[src/cbse_pkg.sv]
// cbse_pkg: shared types, register map and encodings of the branch/bit-io/shift executor
package cbse_pkg;

  // ****************************************
  // register map (byte addresses)
  // ****************************************
  localparam logic [7:0] ADR_CMD     = 8'h00; // command word, write starts
  localparam logic [7:0] ADR_PC      = 8'h04; // program counter
  localparam logic [7:0] ADR_SREG    = 8'h08; // status flags
  localparam logic [7:0] ADR_WREG    = 8'h0c; // working register
  localparam logic [7:0] ADR_STAT    = 8'h10; // execution status, read only
  localparam logic [7:0] ADR_IO_BASE = 8'h40; // i/o register window base
  localparam logic [7:0] ADR_IO_MASK = 8'hc0; // i/o window decode mask

  // ****************************************
  // field positions and reset values
  // ****************************************
  localparam int unsigned STAT_BUSY_BIT  = 0;     // executing
  localparam int unsigned STAT_TAKEN_BIT = 1;     // last branch taken
  localparam int unsigned STAT_CYC_LSB   = 4;     // last cycle count
  localparam int unsigned IO_IDX_LSB     = 2;     // word index in window
  localparam int unsigned DISP_W         = 7;     // displacement width
  localparam logic [7:0]  SREG_RST       = 8'h00; // flags after reset
  localparam logic [7:0]  WREG_RST       = 8'h00; // working reg after reset
  localparam logic [7:0]  IO_RST         = 8'h00; // i/o regs after reset
  localparam logic [3:0]  SEL_ALL        = 4'hf;  // all byte lanes

  // ****************************************
  // cycle counts per instruction class
  // ****************************************
  localparam logic [1:0] CYC_BR_NT = 2'h1; // branch not taken
  localparam logic [1:0] CYC_BR_T  = 2'h2; // branch taken
  localparam logic [1:0] CYC_IO    = 2'h2; // i/o bit set/clear
  localparam logic [1:0] CYC_SH    = 2'h1; // logical shift

  // ****************************************
  // operation codes
  // ****************************************
  typedef enum logic [4:0] {
    OP_BRANCH_ON_CARRY_SET     = 5'h00,
    OP_BRANCH_ON_CARRY_CLEAR   = 5'h01,
    OP_BRANCH_SAME_OR_HIGHER   = 5'h02,
    OP_BRANCH_LOWER_UNSIGNED   = 5'h03,
    OP_BRANCH_ON_NEGATIVE      = 5'h04,
    OP_BRANCH_ON_POSITIVE      = 5'h05,
    OP_BRANCH_SIGNED_GE        = 5'h06,
    OP_BRANCH_SIGNED_LT        = 5'h07,
    OP_BRANCH_HALFCARRY_SET    = 5'h08,
    OP_BRANCH_HALFCARRY_CLEAR  = 5'h09,
    OP_BRANCH_TBIT_SET         = 5'h0a,
    OP_BRANCH_TBIT_CLEAR       = 5'h0b,
    OP_BRANCH_OVERFLOW_SET     = 5'h0c,
    OP_BRANCH_OVERFLOW_CLEAR   = 5'h0d,
    OP_BRANCH_IRQ_ENABLED      = 5'h0e,
    OP_BRANCH_IRQ_DISABLED     = 5'h0f,
    OP_IO_BIT_SET_OP           = 5'h10,
    OP_IO_BIT_CLEAR_OP         = 5'h11,
    OP_SHIFT_LEFT_LOGICAL      = 5'h12,
    OP_SHIFT_RIGHT_LOGICAL     = 5'h13
  } cbse_op_t;

  localparam logic [4:0] OP_LAST = 5'h13; // highest legal code

  // ****************************************
  // carriers
  // ****************************************
  typedef struct packed {
    logic i; // global interrupt enable
    logic t; // transfer bit
    logic h; // half carry
    logic s; // signed test
    logic v; // overflow
    logic n; // negative
    logic z; // zero
    logic c; // carry
  } cbse_sreg_t;

  typedef struct packed {
    logic [2:0] rsv0;   // 31:29
    logic [4:0] port;   // 28:24 i/o address
    logic [4:0] rsv1;   // 23:19
    logic [2:0] bitsel; // 18:16 bit number
    logic       rsv2;   // 15
    logic [6:0] disp;   // 14:8 signed displacement
    logic [2:0] rsv3;   // 7:5
    logic [4:0] op;     // 4:0 operation
  } cbse_cmd_t;

  typedef enum logic [1:0] {
    ST_IDLE  = 2'b00, // waiting for command
    ST_EXEC1 = 2'b01, // first execution cycle
    ST_EXEC2 = 2'b11  // second execution cycle
  } cbse_state_t;

endpackage : cbse_pkg

[src/cbse_branch_unit.sv]
// cbse_branch_unit: flag condition evaluation and relative target
`timescale 1ns/1ps
`default_nettype none
module cbse_branch_unit #(
  parameter int unsigned PC_W = 12 // program counter width
)(
  input  wire logic [4:0]            op_i,     // operation code
  input  wire cbse_pkg::cbse_sreg_t  flags_i,  // current flags
  input  wire logic [PC_W-1:0]       pc_i,     // current counter
  input  wire logic [6:0]            disp_i,   // signed displacement
  output logic                       taken_o,  // condition true
  output logic [PC_W-1:0]            target_o  // counter plus disp plus one
);

  // ****************************************
  // condition select
  // ****************************************
  always_comb
  begin
    case (op_i)
      cbse_pkg::OP_BRANCH_ON_CARRY_SET:    taken_o = flags_i.c;  // RL1
      cbse_pkg::OP_BRANCH_LOWER_UNSIGNED:  taken_o = flags_i.c;  // RL1
      cbse_pkg::OP_BRANCH_ON_CARRY_CLEAR:  taken_o = ~flags_i.c; // RL1
      cbse_pkg::OP_BRANCH_SAME_OR_HIGHER:  taken_o = ~flags_i.c; // RL1
      cbse_pkg::OP_BRANCH_ON_NEGATIVE:     taken_o = flags_i.n;  // RL2
      cbse_pkg::OP_BRANCH_ON_POSITIVE:     taken_o = ~flags_i.n; // RL2
      cbse_pkg::OP_BRANCH_SIGNED_GE:       taken_o = ~(flags_i.n ^ flags_i.v); // RL3
      cbse_pkg::OP_BRANCH_SIGNED_LT:       taken_o = flags_i.n ^ flags_i.v;    // RL13
      cbse_pkg::OP_BRANCH_HALFCARRY_SET:   taken_o = flags_i.h;  // RL4
      cbse_pkg::OP_BRANCH_HALFCARRY_CLEAR: taken_o = ~flags_i.h; // RL4
      cbse_pkg::OP_BRANCH_TBIT_SET:        taken_o = flags_i.t;  // RL5
      cbse_pkg::OP_BRANCH_TBIT_CLEAR:      taken_o = ~flags_i.t; // RL5
      cbse_pkg::OP_BRANCH_OVERFLOW_SET:    taken_o = flags_i.v;  // RL6
      cbse_pkg::OP_BRANCH_OVERFLOW_CLEAR:  taken_o = ~flags_i.v; // RL6
      cbse_pkg::OP_BRANCH_IRQ_ENABLED:     taken_o = flags_i.i;  // RL7
      cbse_pkg::OP_BRANCH_IRQ_DISABLED:    taken_o = ~flags_i.i; // RL7
      default:                             taken_o = 1'b0;       // not a branch
    endcase
  end

  // ****************************************
  // target: sign-extended displacement plus one
  // ****************************************
  assign target_o = pc_i + {{(PC_W-7){disp_i[6]}}, disp_i} + PC_W'(1); // RL15

endmodule : cbse_branch_unit
`default_nettype wire

[src/cbse_exec_top.sv]
// cbse_exec_top: wishbone-controlled executor for branches, i/o bit ops and shifts
//
// Functional notes
// RL1: carry branches jump to counter plus k plus one
// RL2: negative-flag branches jump on n set/clear
// RL3: signed ge branch when n xor v zero
// RL4: half-carry branches jump on h set/clear
// RL5: t-flag branches jump on t set/clear
// RL6: overflow branches jump on v set/clear
// RL7: interrupt-state branches jump on i set/clear
// RL8: branches take one/two cycles, flags untouched
// RL9: i/o bit set, two cycles, flags untouched
// RL10: i/o bit clear, two cycles, flags untouched
// RL11: left shift inserts zero, one cycle, zcnv
// RL12: right shift inserts zero, one cycle, zcnv
// RL13: signed lt branch when n xor v one
// RL14: shifted-out bit goes into carry
// RL15: displacement is signed two's complement
`timescale 1ns/1ps
`default_nettype none
module cbse_exec_top #(
  parameter int unsigned PC_W     = 12, // program counter width
  parameter int unsigned IO_DEPTH = 32  // number of i/o registers
)(
  input  wire logic            clk_i,     // core clock
  input  wire logic            rst_i,     // sync reset, active high
  input  wire logic            ce_i,      // clock enable
  input  wire logic            wb_cyc_i,  // bus cycle
  input  wire logic            wb_stb_i,  // bus strobe
  input  wire logic            wb_we_i,   // write enable
  input  wire logic [7:0]      wb_adr_i,  // byte address
  input  wire logic [3:0]      wb_sel_i,  // byte lanes
  input  wire logic [31:0]     wb_dat_i,  // write data
  output logic [31:0]          wb_dat_o,  // read data
  output logic                 wb_ack_o,  // acknowledge
  output logic                 busy_o,    // instruction in flight
  output logic [PC_W-1:0]      pc_o,      // program counter
  output logic [7:0]           sreg_o     // status flags
);

  // ****************************************
  // elaboration checks
  // ****************************************
  localparam int unsigned IO_AW = (IO_DEPTH > 1) ? $clog2(IO_DEPTH) : 1; // i/o index width

  generate
    if (PC_W < 8 || PC_W > 16)
    begin : g_bad_pc
      $error("PC_W must be 8 to 16");
    end
    if (IO_DEPTH < 2 || IO_DEPTH > 32 || (IO_DEPTH & (IO_DEPTH - 1)) != 0)
    begin : g_bad_io
      $error("IO_DEPTH must be a power of two, 2 to 32");
    end
  endgenerate

  // ****************************************
  // state declarations
  // ****************************************
  cbse_pkg::cbse_state_t state_r;      // sequencer state
  cbse_pkg::cbse_cmd_t   cmd_r;        // latched command
  cbse_pkg::cbse_sreg_t  sreg_r;       // status flags
  cbse_pkg::cbse_sreg_t  sh_flags;     // flags from shifter
  logic [PC_W-1:0]       pc_r;         // program counter
  logic [PC_W-1:0]       tgt_r;        // latched branch target
  logic [PC_W-1:0]       br_target;    // computed target
  logic [PC_W-1:0]       pc_inc;       // counter plus one
  logic [7:0]            wreg_r;       // working register
  logic [7:0]            sh_res;       // shifter result
  logic [7:0]            io_mem [IO_DEPTH]; // i/o registers
  logic                  ack_r;        // bus acknowledge
  logic [31:0]           dat_r;        // read data register
  logic [31:0]           rd_nxt;       // read data next
  logic                  taken_r;      // last branch taken
  logic [1:0]            cyc_r;        // cycles of last instruction
  logic                  br_taken;     // condition true
  logic                  req;          // bus request present
  logic                  wr_fire;      // bus write takes effect
  logic                  io_hit;       // address in i/o window
  logic [4:0]            io_word;      // word index in window
  logic [IO_AW-1:0]      io_idx;       // bus i/o index
  logic [IO_AW-1:0]      ex_idx;       // executing i/o index
  logic                  op_ok;        // command code legal
  logic                  start;        // launch instruction
  logic                  idle;         // sequencer idle
  logic                  is_br;        // command is a branch
  logic                  is_io;        // command is i/o bit op
  logic                  is_sh;        // command is a shift
  logic [7:0]            io_cur;       // selected i/o byte
  logic [7:0]            io_mod;       // i/o byte after bit op

  // ****************************************
  // decode helpers
  // ****************************************
  assign req     = wb_cyc_i & wb_stb_i;
  assign wr_fire = req & wb_we_i & ack_r; // write lands on the ack edge
  assign idle    = (state_r == cbse_pkg::ST_IDLE);
  // offset from the window base, one word per i/o register
  assign io_word = 5'((wb_adr_i - cbse_pkg::ADR_IO_BASE) >> cbse_pkg::IO_IDX_LSB);
  assign io_idx  = io_word[IO_AW-1:0];
  assign io_hit  = (wb_adr_i >= cbse_pkg::ADR_IO_BASE)
                 && ({1'b0, wb_adr_i} < 9'(cbse_pkg::ADR_IO_BASE) + 9'(4 * IO_DEPTH));
  assign op_ok   = (wb_dat_i[4:0] <= cbse_pkg::OP_LAST);
  assign start   = wr_fire && idle && op_ok
                 && (wb_adr_i == cbse_pkg::ADR_CMD)
                 && (wb_sel_i == cbse_pkg::SEL_ALL);
  assign is_br   = (cmd_r.op[4] == 1'b0);
  assign is_io   = (cmd_r.op == cbse_pkg::OP_IO_BIT_SET_OP)
                 || (cmd_r.op == cbse_pkg::OP_IO_BIT_CLEAR_OP);
  assign is_sh   = (cmd_r.op == cbse_pkg::OP_SHIFT_LEFT_LOGICAL)
                 || (cmd_r.op == cbse_pkg::OP_SHIFT_RIGHT_LOGICAL);
  assign pc_inc  = pc_r + PC_W'(1);
  assign ex_idx  = cmd_r.port[IO_AW-1:0];
  assign io_cur  = io_mem[ex_idx];

  // ****************************************
  // datapath units
  // ****************************************
  cbse_branch_unit #(
    .PC_W     (PC_W)
  ) u_branch (
    .op_i     (cmd_r.op),
    .flags_i  (sreg_r),
    .pc_i     (pc_r),
    .disp_i   (cmd_r.disp),
    .taken_o  (br_taken),
    .target_o (br_target)
  );

  cbse_shifter u_shift (
    .right_i  (cmd_r.op == cbse_pkg::OP_SHIFT_RIGHT_LOGICAL),
    .val_i    (wreg_r),
    .flags_i  (sreg_r),
    .res_o    (sh_res),
    .flags_o  (sh_flags)
  );

  // bit set or clear on the addressed i/o byte
  always_comb
  begin
    io_mod = io_cur;
    if (cmd_r.op == cbse_pkg::OP_IO_BIT_SET_OP)
    begin
      io_mod[cmd_r.bitsel] = 1'b1; // RL9
    end
    else
    begin
      io_mod[cmd_r.bitsel] = 1'b0; // RL10
    end
  end

  // ****************************************
  // wishbone acknowledge
  // ****************************************
  // one wait state, ack drops the cycle after it was given
  always_ff @(posedge clk_i)
  begin
    if (rst_i)
    begin
      ack_r <= 1'b0;
    end
    else if (ce_i)
    begin
      ack_r <= req & ~ack_r;
    end
  end

  // ****************************************
  // read mux
  // ****************************************
  always_comb
  begin
    rd_nxt = 32'h0000_0000; // unmapped reads as zero
    if (io_hit)
    begin
      rd_nxt[7:0] = io_mem[io_idx];
    end
    else
    begin
      case (wb_adr_i)
        cbse_pkg::ADR_CMD:  rd_nxt = cmd_r;
        cbse_pkg::ADR_PC:   rd_nxt[PC_W-1:0] = pc_r;
        cbse_pkg::ADR_SREG: rd_nxt[7:0] = sreg_r;
        cbse_pkg::ADR_WREG: rd_nxt[7:0] = wreg_r;
        cbse_pkg::ADR_STAT:
        begin
          rd_nxt[cbse_pkg::STAT_BUSY_BIT]     = ~idle;
          rd_nxt[cbse_pkg::STAT_TAKEN_BIT]    = taken_r;
          rd_nxt[cbse_pkg::STAT_CYC_LSB +: 2] = cyc_r;
        end
        default: rd_nxt = 32'h0000_0000; // unmapped
      endcase
    end
  end

  // read data captured as ack rises
  always_ff @(posedge clk_i)
  begin
    if (rst_i)
    begin
      dat_r <= 32'h0000_0000;
    end
    else if (ce_i && req && !ack_r)
    begin
      dat_r <= rd_nxt;
    end
  end

  // ****************************************
  // sequencer
  // ****************************************
  always_ff @(posedge clk_i)
  begin
    if (rst_i)
    begin
      state_r <= cbse_pkg::ST_IDLE;
    end
    else if (ce_i)
    begin
      case (state_r)
        cbse_pkg::ST_IDLE:
        begin
          if (start)
          begin
            state_r <= cbse_pkg::ST_EXEC1;
          end
        end
        cbse_pkg::ST_EXEC1:
        begin
          // taken branch and i/o op need a second cycle
          if ((is_br && br_taken) || is_io) // RL8
          begin
            state_r <= cbse_pkg::ST_EXEC2;
          end
          else
          begin
            state_r <= cbse_pkg::ST_IDLE;
          end
        end
        cbse_pkg::ST_EXEC2: state_r <= cbse_pkg::ST_IDLE;
        default:            state_r <= cbse_pkg::ST_IDLE;
      endcase
    end
  end

  // command latch, taken only while idle
  always_ff @(posedge clk_i)
  begin
    if (rst_i)
    begin
      cmd_r <= '0;
    end
    else if (ce_i && start)
    begin
      cmd_r <= wb_dat_i;
    end
  end

  // target latched so the second cycle uses first-cycle counter
  always_ff @(posedge clk_i)
  begin
    if (rst_i)
    begin
      tgt_r <= '0;
    end
    else if (ce_i && state_r == cbse_pkg::ST_EXEC1)
    begin
      tgt_r <= br_target; // RL1
    end
  end

  // ****************************************
  // program counter
  // ****************************************
  always_ff @(posedge clk_i)
  begin
    if (rst_i)
    begin
      pc_r <= '0;
    end
    else if (ce_i)
    begin
      if (state_r == cbse_pkg::ST_EXEC1 && !(is_br && br_taken) && !is_io)
      begin
        pc_r <= pc_inc; // not taken or shift
      end
      else if (state_r == cbse_pkg::ST_EXEC2)
      begin
        pc_r <= is_br ? tgt_r : pc_inc; // RL1
      end
      else if (idle && wr_fire && wb_adr_i == cbse_pkg::ADR_PC)
      begin
        if (wb_sel_i[0])
        begin
          pc_r[7:0] <= wb_dat_i[7:0];
        end
        // bit loop keeps an 8-bit counter legal
        for (int b = 8; b < PC_W; b++)
        begin
          if (wb_sel_i[1])
          begin
            pc_r[b] <= wb_dat_i[b];
          end
        end
      end
    end
  end

  // ****************************************
  // status flags and working register
  // ****************************************
  // only shifts touch the flags; branches and i/o ops leave them
  always_ff @(posedge clk_i)
  begin
    if (rst_i)
    begin
      sreg_r <= cbse_pkg::SREG_RST;
    end
    else if (ce_i)
    begin
      if (state_r == cbse_pkg::ST_EXEC1 && is_sh)
      begin
        sreg_r <= sh_flags; // RL11
      end
      else if (idle && wr_fire && wb_adr_i == cbse_pkg::ADR_SREG && wb_sel_i[0])
      begin
        sreg_r <= wb_dat_i[7:0];
      end
    end
  end

  always_ff @(posedge clk_i)
  begin
    if (rst_i)
    begin
      wreg_r <= cbse_pkg::WREG_RST;
    end
    else if (ce_i)
    begin
      if (state_r == cbse_pkg::ST_EXEC1 && is_sh)
      begin
        wreg_r <= sh_res; // RL12
      end
      else if (idle && wr_fire && wb_adr_i == cbse_pkg::ADR_WREG && wb_sel_i[0])
      begin
        wreg_r <= wb_dat_i[7:0];
      end
    end
  end

  // ****************************************
  // i/o registers
  // ****************************************
  always_ff @(posedge clk_i)
  begin
    if (rst_i)
    begin
      for (int i = 0; i < IO_DEPTH; i++)
      begin
        io_mem[i] <= cbse_pkg::IO_RST;
      end
    end
    else if (ce_i)
    begin
      if (state_r == cbse_pkg::ST_EXEC2 && is_io)
      begin
        io_mem[ex_idx] <= io_mod; // RL9 RL10
      end
      else if (idle && wr_fire && io_hit && wb_sel_i[0])
      begin
        io_mem[io_idx] <= wb_dat_i[7:0];
      end
    end
  end

  // ****************************************
  // execution status
  // ****************************************
  always_ff @(posedge clk_i)
  begin
    if (rst_i)
    begin
      taken_r <= 1'b0;
      cyc_r   <= 2'h0;
    end
    else if (ce_i && state_r == cbse_pkg::ST_EXEC1)
    begin
      taken_r <= is_br & br_taken;
      if (is_br)
      begin
        cyc_r <= br_taken ? cbse_pkg::CYC_BR_T : cbse_pkg::CYC_BR_NT; // RL8
      end
      else
      begin
        cyc_r <= is_io ? cbse_pkg::CYC_IO : cbse_pkg::CYC_SH;
      end
    end
  end

  // ****************************************
  // outputs
  // ****************************************
  assign wb_ack_o = ack_r;
  assign wb_dat_o = dat_r;
  assign busy_o   = ~idle;
  assign pc_o     = pc_r;
  assign sreg_o   = sreg_r;

endmodule : cbse_exec_top
`default_nettype wire

[src/cbse_shifter.sv]
// cbse_shifter: one-bit logical shift with flag update
`timescale 1ns/1ps
`default_nettype none
module cbse_shifter (
  input  wire logic                  right_i,  // 1 shift right, 0 left
  input  wire logic [7:0]            val_i,    // operand
  input  wire cbse_pkg::cbse_sreg_t  flags_i,  // flags before
  output logic [7:0]                 res_o,    // shifted result
  output cbse_pkg::cbse_sreg_t       flags_o   // flags after
);

  // ****************************************
  // shift and flags
  // ****************************************
  always_comb
  begin
    flags_o = flags_i; // s, h, t, i pass through
    if (right_i)
    begin
      res_o     = {1'b0, val_i[7:1]}; // RL12
      flags_o.c = val_i[0];           // RL14
    end
    else
    begin
      res_o     = {val_i[6:0], 1'b0}; // RL11
      flags_o.c = val_i[7];           // RL14
    end
    flags_o.z = (res_o == 8'h00);       // RL11
    flags_o.n = res_o[7];               // RL11
    flags_o.v = res_o[7] ^ flags_o.c;   // RL12
  end

endmodule : cbse_shifter
`default_nettype wire

[config.mk]
export PLATFORM = sky130hd
export DESIGN_NAME = cbse_exec_top
export DESIGN_NICKNAME = d
export VERILOG_FILES = /design/src/cbse_pkg.sv /design/src/cbse_branch_unit.sv /design/src/cbse_exec_top.sv /design/src/cbse_shifter.sv
export SDC_FILE = /design/constraint.sdc
export NUM_CORES = 1
export LEC_CHECK = 0
export BUFFER_PORTS_ARGS = -buffer_cell sky130_fd_sc_hd__clkbuf_2
export CAP_MARGIN = 10
export CORE_MARGIN = 5
export CORE_UTILIZATION = 35
export CTS_BUF_LIST = sky130_fd_sc_hd__clkbuf_16
export DETAILED_ROUTE_END_ITERATION = 8
export SETUP_SLACK_MARGIN = 0.1
export SYNTH_ARGS = -nofsm -noshare
export SYNTH_HDL_FRONTEND = slang
export SYNTH_SLANG_ARGS = --single-unit
[constraint.sdc]
create_clock -name clk_i -period 8.54 [get_ports clk_i]
set_clock_uncertainty 0.15 [all_clocks]
set_input_delay 0 -clock clk_i [delete_from_list [all_inputs] [get_ports clk_i]]
set_output_delay 0 -clock clk_i [all_outputs]
set_load 0.005 [all_outputs]
==> metrics.md, run 1 <==
| Metric | Value |
|---|---|
| GRT Total Usage | 20.0% |
| Area delta synth->final | 13.3% |
| Distinct cell type count after synthesis | 83 |
| Met3 usage | approximately 6% |
| Leak pwr | 7.82 nW |
| CTS Buf Count | 42 |
| Via density | 5.87 |
| Sw frac | 23.4% |
| Mapped Area | 0.0202 mm² |
| CTS max path bufs | 3 |
| Main synth FF type | edfxtp_1 |
| Final hold violations | 0 |
| Post-Syn Area per Cell | 11.6 µm² |
| Fmax | 227 MHz |
| Hold Crit Depth | 4 |
| Power Dens Cells | 176 mW/mm² |
| Min Clock Period, post-route | 4410 ps |
| Routed WL | 64,900 µm |
| RSZ-0062 raised after global routing | false |
| GRT Max-Usage Layer | met2 |
| Nets@finish | 1,881 |
| First-pass GRT wire length | 97,000 µm |
| Total grt overflow | 0 |
| Worst Hold Path EP | cmd_r[23] |
| Fin crit share | 51.7% |
| Yosys Warn Count | 0 |
| R2r worst-path depth | 9 |
| Global routing usage on met1 | 26.1% |
| Status | complete, no violations |
| Hold path start | wb_dat_i[23] |
| Die area | approximately 0.063 mm² |
| CP Capture Type | flop |
| Highest fanout seen on the critical path | 33 |
| Vias in the first global route | around 15,000 |
| Number of enable flip-flop cells after synthesis | 256 |
| Vias | 15,300 |
| Share of cells above drive strength 1 | between 20 and 25% |
| MaxCap Viol Count | 0 |
| Met2 GRT Util | approximately a third |
| Io pins | 104 |
| Setup-failing EPs final | 0 |
| Final Instance Area | 0.0229 mm² |
| Root Buffer | clkbuf_16 |
| R2R Path End | io_mem[3][3] |
| Most common cell in the netlist | nor2_1 |
| R2R setup slack | 4130 ps |
| Number of remaining DRC errors | 0 |
| Gpl congestion | 0.868 |
| Port bufs | 103 |
| Hold WC Path Type | input pin to flop |
| Sw power | 0.944 mW |
| Syn nets | 1,810 |
| WP data required | between 8000 and 9000 ps |
| Clock Sink Count | 371 |
| FP Rows | just under 90 |
| Share of the synthesized area in the top cell type | 38.1% |
| Fraction of registers with async set/reset | 0% |
| Largest net degree at the start of global routing | 57 |
| TritonCTS clock tree | done |
| Commonest cells in the netlist | nor2_1, edfxtp_1, nand2_1, mux4_2, dfxtp_1 |
| Setup_tns | 0 ps |
| Die X | 250 µm |
| Drt first-iter violations | 1,738 |
| Synth area leader | edfxtp_1 |
| DR pass1 iterations | 6 |
| Worst IR drop on VDD | 0.145 mV |
| Cells after Synth | 1,746 |
| Yosys reg bits | 371 |
| Routed Antenna Nets | 0 |
| Crit path DAT | between 4000 and 5000 ps |
| Worst-margin pin slew | 1170 ps |
| Top post-synthesis cells by area | edfxtp_1, mux4_2, dfxtp_1 |
| Starting Density | 35.1% |
| WL/cell | 24.8 µm |
| Worst Setup Start Kind | flop |
| Cell Area, Placed | between 0.02 and 0.025 mm² |
| Clk pwr share | 44.0% |
| DP Wirelength | between 40,000 and 50,000 µm |
| Clock Latency Late Sink | 570 ps |
| Slew HR | 21.5% |
| Sequential element share of the synthesized area | 49.5% |
| Antenna violations before repair | 1 |
| Critical path class | flop to flop |
| Placeable Area | 0.0575 mm² |
| H-tree levels | 2 |
| Combinational power share | 6.8% |
| Fillers | 5,495 |
| Reg clk slew, reported paths | 60 ps |
| Internal | 3.09 mW |
| Slew Viols, Final | 0 |
| Seq pwr share | 49.2% |
| Die height | between 200 and 300 µm |
| Setup repair bufs after CTS | 0 |
worst max-delay path by stage:
stage | start | end | slack [ps] | depth (start not counted)
global route | flop | io_mem[2][2] | 3870 | 7
floorplan | state_r[1] | io_mem[30][0] | 5730 | 10
finish | flop | io_mem[3][3] | 4130 | 9
global placement | flop | io_mem[0][2] | 4170 | 7
detailed placement | flop | io_mem[8][2] | 4120 | 7
CTS | flop | io_mem[8][2] | 4110 | 7
cell type report:
class	count	area (µm²)	share of cell area, %
clock buffers	44	1100	4.81
diodes	1	2.50	0.0109
clock inverters	30	218	0.951
flip-flops and latches	371	9990	43.7
well taps	765	957	4.18
repair buffers	172	1160	5.05
multi-input cells	1214	9400	41.1
inverters	16	60.1	0.262
critical path, stage by stage (launching register included):
cell	delay, ps
dfxtp_4	800
buf_4	690
mux4_2	580
mux2i_1	170
nand2_1	110
o2111ai_1	140
a21oi_1	100
a211oi_4	900
buf_4	380
nor2_1	70
power by group through the flow:
stage / clock, mW / sequential [mW] / combinational, mW
CTS: 1.81 / 1.98 / 0.273
detailed placement: 0 / 2.02 / 0.257
floorplan: 0 / 2.01 / 0.165
finish: 1.77 / 1.98 / 0.275
global route: 1.87 / 1.99 / 0.288
global placement: 0 / 2.02 / 0.255
registers in the layout (all words and copies together) (netlist names), named ones only:
name	flops
cmd_r	27
wb_dat_o	32
ex_idx	5
io_mem	256
wb_ack_o	1
taken_r	1
state_r	2
wreg_r	8
tgt_r	12
cyc_r	2
pc_o	12
sreg_o	8
per-layer routing:
layer / wire [µm] / up-vias / share of wire (%)
li1: - / 6697 / -
met1: 25100 / 7625 / 39
met2: 30200 / 883 / 46
met3: 7320 / 143 / 11
met4: 2360 / 0 / 3.6
met5: 0 / - / 0
placed cells by master, fill, tap and decap left out, types with 36 or more instances in the layout:
master / netlist / final
nor2_1: 322 / 321
edfxtp_1: 256 / 256
nand2_1: 170 / 170
mux4_2: 138 / 138
dfxtp_1: 115 / 113
clkbuf_2: 0 / 100
nor3_1: 87 / 86
a21oi_1: 71 / 71
dlygate4sd3_1: 0 / 46
clkbuf_16: 0 / 44
mux2i_1: 36 / 36
stage by stage:
stage	power (mW)	setup WS, ps	hold WS, ps	std cells	utilization (%)
2_1_floorplan	2.17	5730	-14.0	1746	-
3_3_place_gp	2.27	4170	75.4	2492	36.7
3_5_place_dp	2.28	4120	83.4	2492	36.7
4_1_cts	4.06	4110	35.7	2612	39.8
5_1_grt	4.15	3870	76.0	2612	39.8
6_report	4.03	4130	66.0	2613	39.8
cell families (layout without fill, tap and decap cells):
kind of cell / Yosys count / after routing / share of synthesized area [%]
flops: 371 / 371 / 49.5
other cells: 0 / 1 / 0
buf+inv: 161 / 262 / 4.19
compound gates: 255 / 255 / 9.12
mux: 192 / 192 / 19.2
fa+ha+maj: 14 / 14 / 0.904
xor+xnor: 14 / 14 / 0.607
simple gates: 739 / 739 / 16.5
timing repair:
item	4_1_cts	5_1_grt
hold buffers	46	0
endpoints found under the hold margin	103	0
resized for setup	0	0
Power figures use the tool's default switching activity.
==> run 2: changes to the inputs <==
Clock period 8.54 ns to 4.3 ns, I/O delays scaled along.
==> metrics.md, run 2 (same netlist as run 1, synthesis figures left out) <==
| Metric | Value |
|---|---|
| Placeable Area | about 0.057 mm² |
| Leak pwr | roughly 8.1 nW |
| RSZ-0062 raised after global routing | false |
| Hold WC Path Type | input pin to flop |
| Routed WL | 64,500 µm |
| Non-filler cells, final | 2,658 |
| Final Instance Area | 0.0233 mm² |
| Slew HR | between 30% and 40% |
| Largest net degree at the start of global routing | 58 |
| Setup-failing EPs final | 0 |
| Fin crit share | 86.1% |
| Global routing usage on met1 | 27.2% |
| Max reg flops | 256 |
| Highest fanout seen on the critical path | 42 |
| Commonest non-fill, non-tap cell in the layout | nor2_1 |
| Die X | between 200 and 300 µm |
| Slew Viols, Final | 0 |
| MaxCap Viol Count | 0 |
| Clock Latency Late Sink | 570 ps |
| GRT Total Usage | around 20% |
| Commonest cells after routing, fill and taps aside | nor2_1, edfxtp_1, nand2_1 |
| Placed cell count | 2,523 |
| Hold Crit Depth | 5 |
| DP Wirelength | ~44,000 µm |
| Starting Density | 35.1% |
| Drt first-iter violations | about 2,000 |
| Power Dens Cells | about 340 mW/mm² |
| FP Rows | 88 |
| Reg with most FFs | io_mem |
| Crit path cell chain | or2_1 > nor3_2 > and4_2 > nor3_1 > o21ai_1 > nand2_1 |
| Setup_tns | 0 ps |
| Total grt overflow | 0 |
| Met3 usage | 3.76% |
| Worst Setup Start Kind | flop |
| Number of remaining DRC errors | 0 |
| CTS max path bufs | 3 |
| CP Capture Type | flop |
| TritonCTS clock tree | done |
| Setup slack after layout | about 600 ps |
| Crit path DAT | ~3800 ps |
| Io pins | 104 |
| R2r worst-path depth | 6 |
| First-pass GRT wire length | 98,200 µm |
| Via density | ~5.8 |
| H-tree levels | 2 |
| Reg clk slew, reported paths | 60 ps |
| Min Clock Period, post-route | 3700 ps |
| Nets@finish | 1,926 |
| PostCTS Resize Cnt | 0 |
| WP data required | 4360 ps |
| Root Buffer | clkbuf_16 |
| Area delta synth->final | 15.4% |
| Fmax | 270 MHz |
| Gpl congestion | 0.924 |
| Met2 GRT Util | 33.3% |
| CP max stage delay | 920 ps |
| GRT Max-Usage Layer | met2 |
| CTS Buf Count | 42 |
| Worst IR drop on VDD | ~0.22 mV |
| Clock Sink Count | 371 |
| WL/cell | 24.3 µm |
| Routed Antenna Nets | 0 |
| Critical path class | flop to flop |
| Cell Area, Placed | 0.0214 mm² |
| Worst-margin pin slew | 944 ps |
| Status | complete, no violations |
| Worst path slowest cell | and4_2 |
| DR pass1 iterations | 6 |
| Vias | roughly 15,000 |
| Antenna violations before repair | 1 |
| Vias in the first global route | 15,500 |
| Setup WS pre-CTS | 679 ps |
| Die area | between 0.06 and 0.07 mm² |
| Share of cells above drive strength 1 | 23.2% |
| Die height | 250 µm |
| Port bufs | 103 |
| Final hold violations | 0 |
==> run 2: timing repair <==
item,CTS,global route
hold buffers,60,0
endpoints found under the hold margin,96,0
setup buffers,0,0
==> run 2: where the power goes <==
group / internal [mW] / leakage [nW] / switching (mW) / total, mW
logic: 0.216 / 3.82 / 0.335 / 0.551
clock network: 1.99 / 0.670 / 1.47 / 3.46
registers: 3.89 / 3.57 / 0.0482 / 3.94
total: 6.10 / 8.06 / 1.85 / 7.95
==> run 2: path summary, 6_finish.rpt <==
path          startpoint            end  slack (ps)
min reg2reg     tgt_r[3]       tgt_r[3]         310
min          wb_adr_i[0]    wb_dat_o[0]          50
max           state_r[1]  io_mem[31][1]         600
max reg2reg   state_r[1]  io_mem[31][1]         600
==> run 2: metrics by stage <==
step	util (%)	power (mW)	hold slack, ps
6_report	40.5	7.95	53.5
3_3_place_gp	37.2	4.52	80.7
4_1_cts	40.5	8.01	16.8
5_1_grt	40.5	8.20	98.0
3_5_place_dp	37.2	4.53	88.0
2_1_floorplan	-	4.32	-14.0
==> run 2: worst max-delay path, delay by kind of cell, from the launching register on <==
kind | cells | cell delay (ps)
and+or+nand+nor | 5 | 2140
AOI/OAI and AO/OA | 1 | 640
DFF | 1 | 380
==> run 2: layout make-up <==
class | count | area (µm²)
clock buffer | 43 | 1080
fill | 5442 | 34200
clock inverter | 31 | 231
sequential | 371 | 9990
timing repair buffer | 217 | 1580
tap | 765 | 957
inverter | 16 | 60.1
antenna | 1 | 2.50
multi-input combinational | 1214 | 9400
==> run 2: metal layers <==
layer / wire length [µm] / vias up / share of wire, %
li1: - / 6798 / -
met1: 26300 / 7796 / 41
met4: 1740 / 0 / 2.7
met3: 5460 / 104 / 8.5
met2: 31000 / 767 / 48
met5: 0 / - / 0
